--- src/rtl/rssx_pkg.sv ---
package rssx_pkg;
  // Register byte offsets on the APB window
  localparam logic [11:0] OFF_CMD    = 12'h000;
  localparam logic [11:0] OFF_ACC    = 12'h004;
  localparam logic [11:0] OFF_STATUS = 12'h008;
  localparam logic [11:0] OFF_WDT    = 12'h00C;
  localparam logic [11:0] OFF_CTRL   = 12'h010;
  localparam logic [11:0] OFF_FILE   = 12'h200;
  localparam logic [11:0] FILE_SPAN  = 12'h200;

  // Command word fields
  localparam int CMD_OP_LSB   = 0;
  localparam int CMD_DEST_BIT = 3;
  localparam int CMD_FA_LSB   = 4;
  localparam int CMD_LIT_LSB  = 16;

  // Status bit positions
  localparam int ST_C  = 0;
  localparam int ST_DC = 1;
  localparam int ST_Z  = 2;
  localparam int ST_PD = 3;
  localparam int ST_TO = 4;

  // Control bit positions
  localparam int CTRL_WDT_EN = 0;

  // Reset and clear values
  localparam logic [7:0] ACC_RST    = 8'h00;
  localparam logic [4:0] STATUS_RST = 5'h18;
  localparam logic [7:0] WDT_CLEAR  = 8'h00;
  localparam logic [0:0] CTRL_RST   = 1'h0;

  // Operations started by a command write
  typedef enum logic [2:0] {
    OP_NOP   = 3'b000,
    OP_ROTR  = 3'b001,
    OP_LSUB  = 3'b010,
    OP_RSUB  = 3'b011,
    OP_RSUBB = 3'b100,
    OP_SWAP  = 3'b101,
    OP_SLEEP = 3'b110
  } rssx_op_e;
endpackage

--- src/rtl/rssx_alu_if.sv ---
`timescale 1ns/10ps
interface rssx_alu_if;
  rssx_pkg::rssx_op_e op;
  logic [7:0]         operand;
  logic [7:0]         acc;
  logic [7:0]         lit;
  logic               c_in;
  logic [7:0]         result;
  logic               c_out;
  logic               dc_out;
  logic               z_out;

  modport core (output op, operand, acc, lit, c_in,
                input  result, c_out, dc_out, z_out);
  modport alu  (input  op, operand, acc, lit, c_in,
                output result, c_out, dc_out, z_out);
endinterface

--- src/rtl/rssx_alu.sv ---
`timescale 1ns/10ps
module rssx_alu (
  rssx_alu_if.alu a
);
  wire       is_lsub;
  wire       is_bsub;
  wire [7:0] minuend;
  wire       cin;
  wire [8:0] sub_full;
  wire [4:0] sub_low;
  wire       is_sub;

  // Two's complement subtract: minuend + ~acc + carry-in
  assign is_lsub  = (a.op == rssx_pkg::OP_LSUB);
  assign is_bsub  = (a.op == rssx_pkg::OP_RSUBB);
  assign is_sub   = is_lsub | is_bsub | (a.op == rssx_pkg::OP_RSUB);
  assign minuend  = is_lsub ? a.lit : a.operand;
  assign cin      = is_bsub ? a.c_in : 1'b1;
  assign sub_full = {1'b0, minuend} + {1'b0, ~a.acc} + {8'h00, cin};
  assign sub_low  = {1'b0, minuend[3:0]} + {1'b0, ~a.acc[3:0]}
                  + {4'h0, cin};

  // Result selection per operation
  assign a.result = (a.op == rssx_pkg::OP_ROTR) ?
                      {a.c_in, a.operand[7:1]} :
                    (a.op == rssx_pkg::OP_SWAP) ?
                      {a.operand[3:0], a.operand[7:4]} :
                    is_sub ? sub_full[7:0] : a.acc;

  // Carry is inverted borrow; half carry likewise on the low nibble
  assign a.c_out  = (a.op == rssx_pkg::OP_ROTR) ? a.operand[0] :
                    is_sub ? sub_full[8] : a.c_in;
  assign a.dc_out = sub_low[4];
  assign a.z_out  = (sub_full[7:0] == 8'h00);
endmodule

--- src/rtl/rssx_file.sv ---
`timescale 1ns/10ps
module rssx_file #(
  parameter int DEPTH = 128,
  parameter int AW    = 7
) (
  input  wire logic          pclk,
  input  wire logic          we,
  input  wire logic [AW-1:0] waddr,
  input  wire logic [7:0]    wdata,
  input  wire logic [AW-1:0] raddr_a,
  output logic      [7:0]    rdata_a,
  input  wire logic [AW-1:0] raddr_b,
  output logic      [7:0]    rdata_b
);
  logic [7:0] mem [DEPTH];

  initial begin
    if (DEPTH != (1 << AW)) begin
      $error("rssx_file: DEPTH must equal 2**AW");
    end
  end

  // Data memory write; contents are undefined after power-up
  always_ff @(posedge pclk) begin
    if (we) begin
      mem[waddr] <= wdata;
    end
  end

  // Two asynchronous read ports: operand fetch and bus readback
  assign rdata_a = mem[raddr_a];
  assign rdata_b = mem[raddr_b];
endmodule

--- src/rtl/rssx_exec.sv ---
// Design decisions made here: the placing of the registers and the APB interface to the registers.
`timescale 1ns/10ps
module rssx_exec #(
  parameter int DEPTH  = 128,
  parameter int PRE_W  = 8,
  parameter int WDT_W  = 8
) (
  input  wire logic        pclk,
  input  wire logic        presetn,
  input  wire logic        psel,
  input  wire logic        penable,
  input  wire logic        pwrite,
  input  wire logic [11:0] paddr,
  input  wire logic [31:0] pwdata,
  output logic      [31:0] prdata,
  output logic             pready,
  output logic             pslverr
);
  localparam int AW = $clog2(DEPTH);

  initial begin
    if (DEPTH != 128 || WDT_W != 8 || PRE_W < 1 || PRE_W > 16) begin
      $error("rssx_exec: unsupported parameter values");
    end
  end

  // Word decode of a bus address
  function automatic logic is_file(input logic [11:0] ad);
    is_file = (ad >= rssx_pkg::OFF_FILE) &&
              (ad < rssx_pkg::OFF_FILE + rssx_pkg::FILE_SPAN) &&
              (ad[1:0] == 2'b00);
  endfunction

  function automatic logic is_mapped(input logic [11:0] ad);
    is_mapped = is_file(ad) || (ad == rssx_pkg::OFF_CMD) ||
                (ad == rssx_pkg::OFF_ACC) || (ad == rssx_pkg::OFF_STATUS) ||
                (ad == rssx_pkg::OFF_WDT) || (ad == rssx_pkg::OFF_CTRL);
  endfunction

  rssx_alu_if alu_bus ();

  logic [7:0]       acc_r;
  logic [7:0]       acc_nxt;
  logic [4:0]       status_r;
  logic [4:0]       status_nxt;
  logic [PRE_W-1:0] pre_r;
  logic [PRE_W-1:0] pre_nxt;
  logic [WDT_W-1:0] wdt_r;
  logic [WDT_W-1:0] wdt_nxt;
  logic [0:0]       ctrl_r;
  logic [31:0]      prdata_nxt;
  logic             pready_nxt;
  logic             pslverr_nxt;

  wire              access;
  wire              fire;
  wire              wr_fire;
  wire              cmd_fire;
  wire              acc_wr;
  wire              st_wr;
  wire              ctrl_wr;
  wire              file_bus_wr;
  wire [AW-1:0]     bus_idx;
  wire [7:0]        bus_rdata;
  wire [7:0]        opnd;
  rssx_pkg::rssx_op_e op_w;
  wire              dest_w;
  wire [AW-1:0]     fa_w;
  wire              has_dest;
  wire              is_sub;
  wire              to_acc;
  wire              to_file;
  wire              is_sleep;
  wire              pre_wrap;
  wire              wdt_wrap;
  wire              file_we;
  wire [AW-1:0]     file_wa;
  wire [7:0]        file_wd;

  // Bus phase decode; one wait state per transfer
  assign access      = psel & penable;
  assign fire        = access & pready;
  assign wr_fire     = fire & pwrite;
  assign cmd_fire    = wr_fire & (paddr == rssx_pkg::OFF_CMD);
  assign acc_wr      = wr_fire & (paddr == rssx_pkg::OFF_ACC);
  assign st_wr       = wr_fire & (paddr == rssx_pkg::OFF_STATUS);
  assign ctrl_wr     = wr_fire & (paddr == rssx_pkg::OFF_CTRL);
  assign file_bus_wr = wr_fire & is_file(paddr);
  assign bus_idx     = paddr[AW+1:2];

  // Command word fields
  assign op_w   = rssx_pkg::rssx_op_e'(pwdata[rssx_pkg::CMD_OP_LSB +: 3]);
  assign dest_w = pwdata[rssx_pkg::CMD_DEST_BIT];
  assign fa_w   = pwdata[rssx_pkg::CMD_FA_LSB +: AW];

  // Operation classes
  assign has_dest = (op_w == rssx_pkg::OP_ROTR) ||
                    (op_w == rssx_pkg::OP_RSUB) ||
                    (op_w == rssx_pkg::OP_RSUBB) ||
                    (op_w == rssx_pkg::OP_SWAP);
  assign is_sub   = (op_w == rssx_pkg::OP_LSUB) ||
                    (op_w == rssx_pkg::OP_RSUB) ||
                    (op_w == rssx_pkg::OP_RSUBB);
  assign is_sleep = cmd_fire & (op_w == rssx_pkg::OP_SLEEP);

  // Result routing by destination select
  assign to_acc  = cmd_fire & ((op_w == rssx_pkg::OP_LSUB) ||
                               (has_dest & ~dest_w));
  assign to_file = cmd_fire & has_dest & dest_w;

  // Operands into the datapath
  assign alu_bus.op      = op_w;
  assign alu_bus.operand = opnd;
  assign alu_bus.acc     = acc_r;
  assign alu_bus.lit     = pwdata[rssx_pkg::CMD_LIT_LSB +: 8];
  assign alu_bus.c_in    = status_r[rssx_pkg::ST_C];

  rssx_alu u_alu (
    .a (alu_bus.alu)
  );

  // Data memory write: bus writes or results sent back
  assign file_we = file_bus_wr | to_file;
  assign file_wa = to_file ? fa_w : bus_idx;
  assign file_wd = to_file ? alu_bus.result : pwdata[7:0];

  rssx_file #(
    .DEPTH (DEPTH),
    .AW    (AW)
  ) u_file (
    .pclk    (pclk),
    .we      (file_we),
    .waddr   (file_wa),
    .wdata   (file_wd),
    .raddr_a (fa_w),
    .rdata_a (opnd),
    .raddr_b (bus_idx),
    .rdata_b (bus_rdata)
  );

  // Accumulator next value
  assign acc_nxt = acc_wr ? pwdata[7:0] :
                   to_acc ? alu_bus.result : acc_r;

  // Watchdog prescaler and counter; sleep clears both
  assign pre_wrap = ctrl_r[rssx_pkg::CTRL_WDT_EN] & (&pre_r);
  assign wdt_wrap = pre_wrap & (&wdt_r);
  assign pre_nxt  = is_sleep ? '0 :
                    ctrl_r[rssx_pkg::CTRL_WDT_EN] ?
                      pre_r + PRE_W'(1) : pre_r;
  assign wdt_nxt  = is_sleep ? rssx_pkg::WDT_CLEAR :
                    pre_wrap ? wdt_r + WDT_W'(1) : wdt_r;

  // Status flags; hardware updates win over a software write
  always_comb begin
    status_nxt = st_wr ? pwdata[4:0] : status_r;
    if (wdt_wrap) begin
      status_nxt[rssx_pkg::ST_TO] = 1'b0;
    end
    if (cmd_fire && (op_w == rssx_pkg::OP_ROTR || is_sub)) begin
      status_nxt[rssx_pkg::ST_C] = alu_bus.c_out;
    end
    if (cmd_fire && is_sub) begin
      status_nxt[rssx_pkg::ST_DC] = alu_bus.dc_out;
      status_nxt[rssx_pkg::ST_Z]  = alu_bus.z_out;
    end
    if (is_sleep) begin
      status_nxt[rssx_pkg::ST_PD] = 1'b0;
      status_nxt[rssx_pkg::ST_TO] = 1'b1;
    end
  end

  // Read data and answer for the access phase
  assign pready_nxt  = access & ~pready;
  assign pslverr_nxt = access & ~pready & ~is_mapped(paddr);
  assign prdata_nxt  =
    (!access || pready || pwrite)            ? 32'h0000_0000 :
    is_file(paddr)                           ? {24'h00_0000, bus_rdata} :
    (paddr == rssx_pkg::OFF_ACC)             ? {24'h00_0000, acc_r} :
    (paddr == rssx_pkg::OFF_STATUS)          ? {27'h000_0000, status_r} :
    (paddr == rssx_pkg::OFF_WDT)             ?
      {16'h0000, 8'(pre_r), wdt_r} :
    (paddr == rssx_pkg::OFF_CTRL)            ? {31'h0000_0000, ctrl_r} :
    32'h0000_0000;

  // Bus answer registers
  always_ff @(posedge pclk or negedge presetn) begin
    if (!presetn) begin
      pready  <= 1'b0;
      pslverr <= 1'b0;
      prdata  <= 32'h0000_0000;
    end else begin
      pready  <= pready_nxt;
      pslverr <= pslverr_nxt;
      prdata  <= prdata_nxt;
    end
  end

  // Core state registers
  always_ff @(posedge pclk or negedge presetn) begin
    if (!presetn) begin
      acc_r    <= rssx_pkg::ACC_RST;
      status_r <= rssx_pkg::STATUS_RST;
      pre_r    <= '0;
      wdt_r    <= rssx_pkg::WDT_CLEAR;
      ctrl_r   <= rssx_pkg::CTRL_RST;
    end else begin
      acc_r    <= acc_nxt;
      status_r <= status_nxt;
      pre_r    <= pre_nxt;
      wdt_r    <= wdt_nxt;
      ctrl_r   <= ctrl_wr ? pwdata[0:0] : ctrl_r;
    end
  end
endmodule

--- config.mk ---
export PLATFORM = sky130hd
export DESIGN_NAME = rssx_exec
export DESIGN_NICKNAME = d
export VERILOG_FILES = /design/src/rtl/rssx_pkg.sv /design/src/rtl/rssx_alu_if.sv /design/src/rtl/rssx_alu.sv /design/src/rtl/rssx_file.sv /design/src/rtl/rssx_exec.sv
export SDC_FILE = /design/constraint.sdc
export NUM_CORES = 2
export LEC_CHECK = 0
export BUFFER_PORTS_ARGS = -buffer_cell sky130_fd_sc_hd__clkbuf_2
export CAP_MARGIN = 15
export CORE_ASPECT_RATIO = 0.75
export CORE_MARGIN = 2
export CORE_UTILIZATION = 40
export CTS_BUF_LIST = sky130_fd_sc_hd__clkbuf_8
export DETAILED_ROUTE_END_ITERATION = 7
export PLACE_DENSITY = 0.57
export SLEW_MARGIN = 0
export SYNTH_ARGS = -nofsm -noshare
export SYNTH_HDL_FRONTEND = slang
export SYNTH_SLANG_ARGS = --single-unit
--- constraint.sdc ---
create_clock -name pclk -period 16.6 [get_ports pclk]
set_clock_uncertainty 0.1 [all_clocks]
set_input_delay 2.49 -clock pclk [delete_from_list [all_inputs] [get_ports pclk]]
set_output_delay 2.49 -clock pclk [all_outputs]
set_load 0.005 [all_outputs]
==> flow_metrics.env <==
export IMPL_status="finished clean"
export IMPL_switching_share_pct=25.06
export IMPL_post_synth_instance_area_um2=51170
export IMPL_worstSetupEndpointType="flip-flop"
export IMPL_synth_top_cells_by_area="edfxtp_1 60%, mux4_2 25%, dfrtp_1 2.2%"
export IMPL_tightest_slew_ns=1.234
export IMPL_max_slew_margin_rel_pct=17.45
export IMPL_post_layout_power_mw=5.643
export IMPL_yosysMostFrequentCell="edfxtp_1"
export IMPL_synth_common_cells="1024 x edfxtp_1, 567 x mux4_2, 189 x nor2_1, 87 x mux2i_1, 73 x clkbuf_1"
export IMPL_first_iter_violations=4564
export IMPL_postCtsSetupRepairBufs=0
export IMPL_cts_repair_resized=0
export IMPL_vias=29880
export IMPL_highest_layer="met4"
export IMPL_power_switching_mw=1.414
export IMPL_internal_power_mw=4.229
export IMPL_pin_count_of_the_biggest_net_entering_global_routing=123
export IMPL_gp_routability_congestion=0.8689
export IMPL_cts_hold_buffers_added=0
export IMPL_ir_drop_uv=88.69
export IMPL_route_met3_wl_um=19240
export IMPL_wirelength_um=161200
export IMPL_insertion_delay_ns=0.92
export IMPL_worstPathRequired_ns=17.03
export IMPL_clk_pin_slew_worst_paths_ns=0.06
export IMPL_die_w_um=417.0
export IMPL_tritoncts="done"
export IMPL_io_pins=83
export IMPL_floorplan_initialDensity_pct=40.35
export IMPL_routedWlPerCell_um=35.35
export IMPL_timing_critical_path_fanout_max=122
export IMPL_die_height_um=313.7
export IMPL_yosys_warnings=0
export IMPL_initial_antenna_violation_count=11
export IMPL_r2r_setup_slack_ns=9.23
export IMPL_timing_final_max_slew_violations=0
export IMPL_total_of_max_cap_violations=0
export IMPL_post_synthesis_average_cell_area_um2=19.23
export IMPL_detailroute_wirelength_met2_um=70880
export IMPL_port_buffers=53
export IMPL_cts_htree_levels=4
export IMPL_timing_fmax_mhz=98.59
export IMPL_global_route_overflow_total=0
export IMPL_power_per_cell_area_nw_per_um2=100.2
export IMPL_grt_pass1_wl_um=226700
export IMPL_grt_pass1_vias=29830
export IMPL_remaining_drc_errors=0
export IMPL_grt_use_total_pct=24.64
export IMPL_fraction_of_final_layout_cells_sized_beyond_drive_strength_1_pct=32.81
export IMPL_ant_nets=0
export IMPL_placementRows=113
export IMPL_leakagePower_nw=17.73
export IMPL_dominantRegCellSynth="edfxtp_1"
export IMPL_holdCritPathClass="flip-flop to flip-flop"
export IMPL_final_period_utilization_pct=61.10
export IMPL_floorplan_core_area_um2=126800
export IMPL_yosys_register_bits=1072
export IMPL_bufs_on_longest_clock_path=3
export IMPL_drt_first_pass_iters=5
export IMPL_yosys_cell_types_count=76
export IMPL_die_area_um2=130800
export IMPL_critical_path_startpoint_type="input port"
export IMPL_timing_setup_tns_ns=0
export IMPL_post_dp_hpwl_um=103100
export IMPL_cts_sinks=1072
export IMPL_postSynthCellCount=2661
export IMPL_comb_power_share_pct=9.2
export IMPL_via_per_inst=6.550
export IMPL_synth_top_area_share_pct=60.10
export IMPL_wl_met1_um=66930
export IMPL_timing_final_hold_violations=0
export IMPL_area_growth_synth_to_final_pct=10.08
export IMPL_synth_async_sr_flop_share_pct=4.478
export IMPL_rsz_0062_raised_after_global_routing="false"
export IMPL_worst_endpoint_arrival_ns=10.58
export IMPL_setup_viol=0
export IMPL_clk_root_buffer_cell="clkbuf_8"
export IMPL_number_of_synthesized_flops_with_an_enable_pin=1024
export IMPL_timing_setup_critical_path_class="input port to flip-flop"
export IMPL_yosys_area_top_type="edfxtp_1"
export IMPL_nets=2824
export IMPL_cts_made_buffers=169
export IMPL_synth_seq_area_share_pct=62.45
export IMPL_power_share_sequential_pct=52.5
export IMPL_power_share_clock_pct=38.3
export IMPL_final_min_clock_period_ns=10.14
## final cells by class
type	count	area [um2]
Clock buffer	175	2409
Tap cell	1667	2086
Antenna cell	8	20.02
Timing Repair Buffer	128	979.7
Multi-Input combinational cell	1373	18110
Clock inverter	118	694.4
Fill cell	10840	70500
Sequential cell	1072	31950
Inverter	20	75.07
## worst max-delay path, stage by stage
cell	delay [ns]
buf_8	0.45
buf_12	0.72
buf_4	0.83
mux4_2	0.41
a22o_1	0.33
a221o_1	0.29
or4_1	0.48
a31oi_1	0.40
nand2_1	0.09
o21ai_0	0.11
fa_1	0.28
fa_1	0.23
nor2b_1	0.06
o21ai_0	0.18
a21boi_0	0.12
o21ai_0	0.19
a21boi_0	0.19
o31ai_1	0.51
a211oi_2	0.11
o21ai_4	0.88
buf_4	0.86
## layer usage
| metal | vias up | global-route usage [%] |
|---|---|---|
| li1 | 11590 | - |
| met1 | 16110 | 36.38 |
| met2 | 1898 | 35.63 |
| met3 | 275 | 7.127 |
| met4 | 0 | 7.032 |
| met5 | - | 0 |
## power by group through the flow
stage / Combinational, mW / Clock, mW / Sequential (mW)
after floorplan: 0.329 / 0 / 3.03
after global placement: 0.505 / 0 / 3.02
after detailed placement: 0.510 / 0 / 3.02
after CTS: 0.511 / 2.19 / 2.96
after global routing: 0.538 / 2.31 / 2.96
final: 0.517 / 2.16 / 2.96
## state kept, by name (all words and copies together) (netlist names)
| signal | count |
|---|---|
| ctrl_r | 1 |
| pready | 1 |
| pslverr | 1 |
| u_file.mem | 1024 |
| pre_r | 8 |
| wdt_r | 8 |
| acc_r | 8 |
| status_r | 5 |
| prdata | 16 |
## per-stage QoR
stage          setup slack [ns]  hold slack (ns)  cell area [um2]  util, %  instances
2_1_floorplan             4.188           0.3881            51220        -       2676
3_3_place_gp              5.822           0.4192            53010    41.80       4242
3_5_place_dp              5.708           0.4302            53100    41.87       4250
4_1_cts                   6.676           0.4417            56210    44.32       4543
5_1_grt                   6.069           0.4609            56320    44.41       4559
6_report                  6.457           0.4403            56330    44.41       4561
## cell families after synthesis
group | count (synthesis) | synth area share (%)
mux | 670 | 27.10
other cells | 1 | 0.007329
flops | 1072 | 62.45
fa+ha+maj | 11 | 0.2983
compound gates | 281 | 3.932
xor+xnor | 18 | 0.3081
simple gates | 377 | 3.387
buf+inv | 231 | 2.521
## final timing paths
kind | start | end | cells after the start
worst max-delay path | pwdata[5] | u_file.mem[126][6]$_DFFE_PP_ | 21
worst min-delay path | status_r[3]$_DFFE_PN1P_ | status_r[3]$_DFFE_PN1P_ | 2
worst max register to register | u_file.mem[119][3]$_DFFE_PP_ | u_file.mem[126][6]$_DFFE_PP_ | 15
worst min register to register | status_r[3]$_DFFE_PN1P_ | status_r[3]$_DFFE_PN1P_ | 2
max in group asynchronous | presetn | acc_r[2]$_DFFE_PN0P_ | 2
min in group asynchronous | presetn | prdata[4]$_DFF_PN0_ | 2
## cells in the final DEF (no fill, tap or decap), types with 9 or more instances in the layout
cell type,n
edfxtp_1,1024
mux4_2,567
nor2_1,188
clkbuf_8,177
mux2i_1,87
inv_1,73
buf_4,61
nand2_1,56
a22oi_1,56
dfrtp_1,46
clkbuf_2,46
o21ai_0,36
a22o_1,34
a21oi_1,32
nand3_1,31
clkinv_1,29
a221oi_1,23
conb_1,16
clkinv_2,16
nand4_1,14
nor2b_1,14
o22ai_1,13
o21ai_1,13
and2_1,12
nand2b_1,12
o211ai_1,11
mux2_2,11
xor2_1,11
buf_6,11
o21a_1,10
ha_1,9
(Power assumes the default switching activity.)
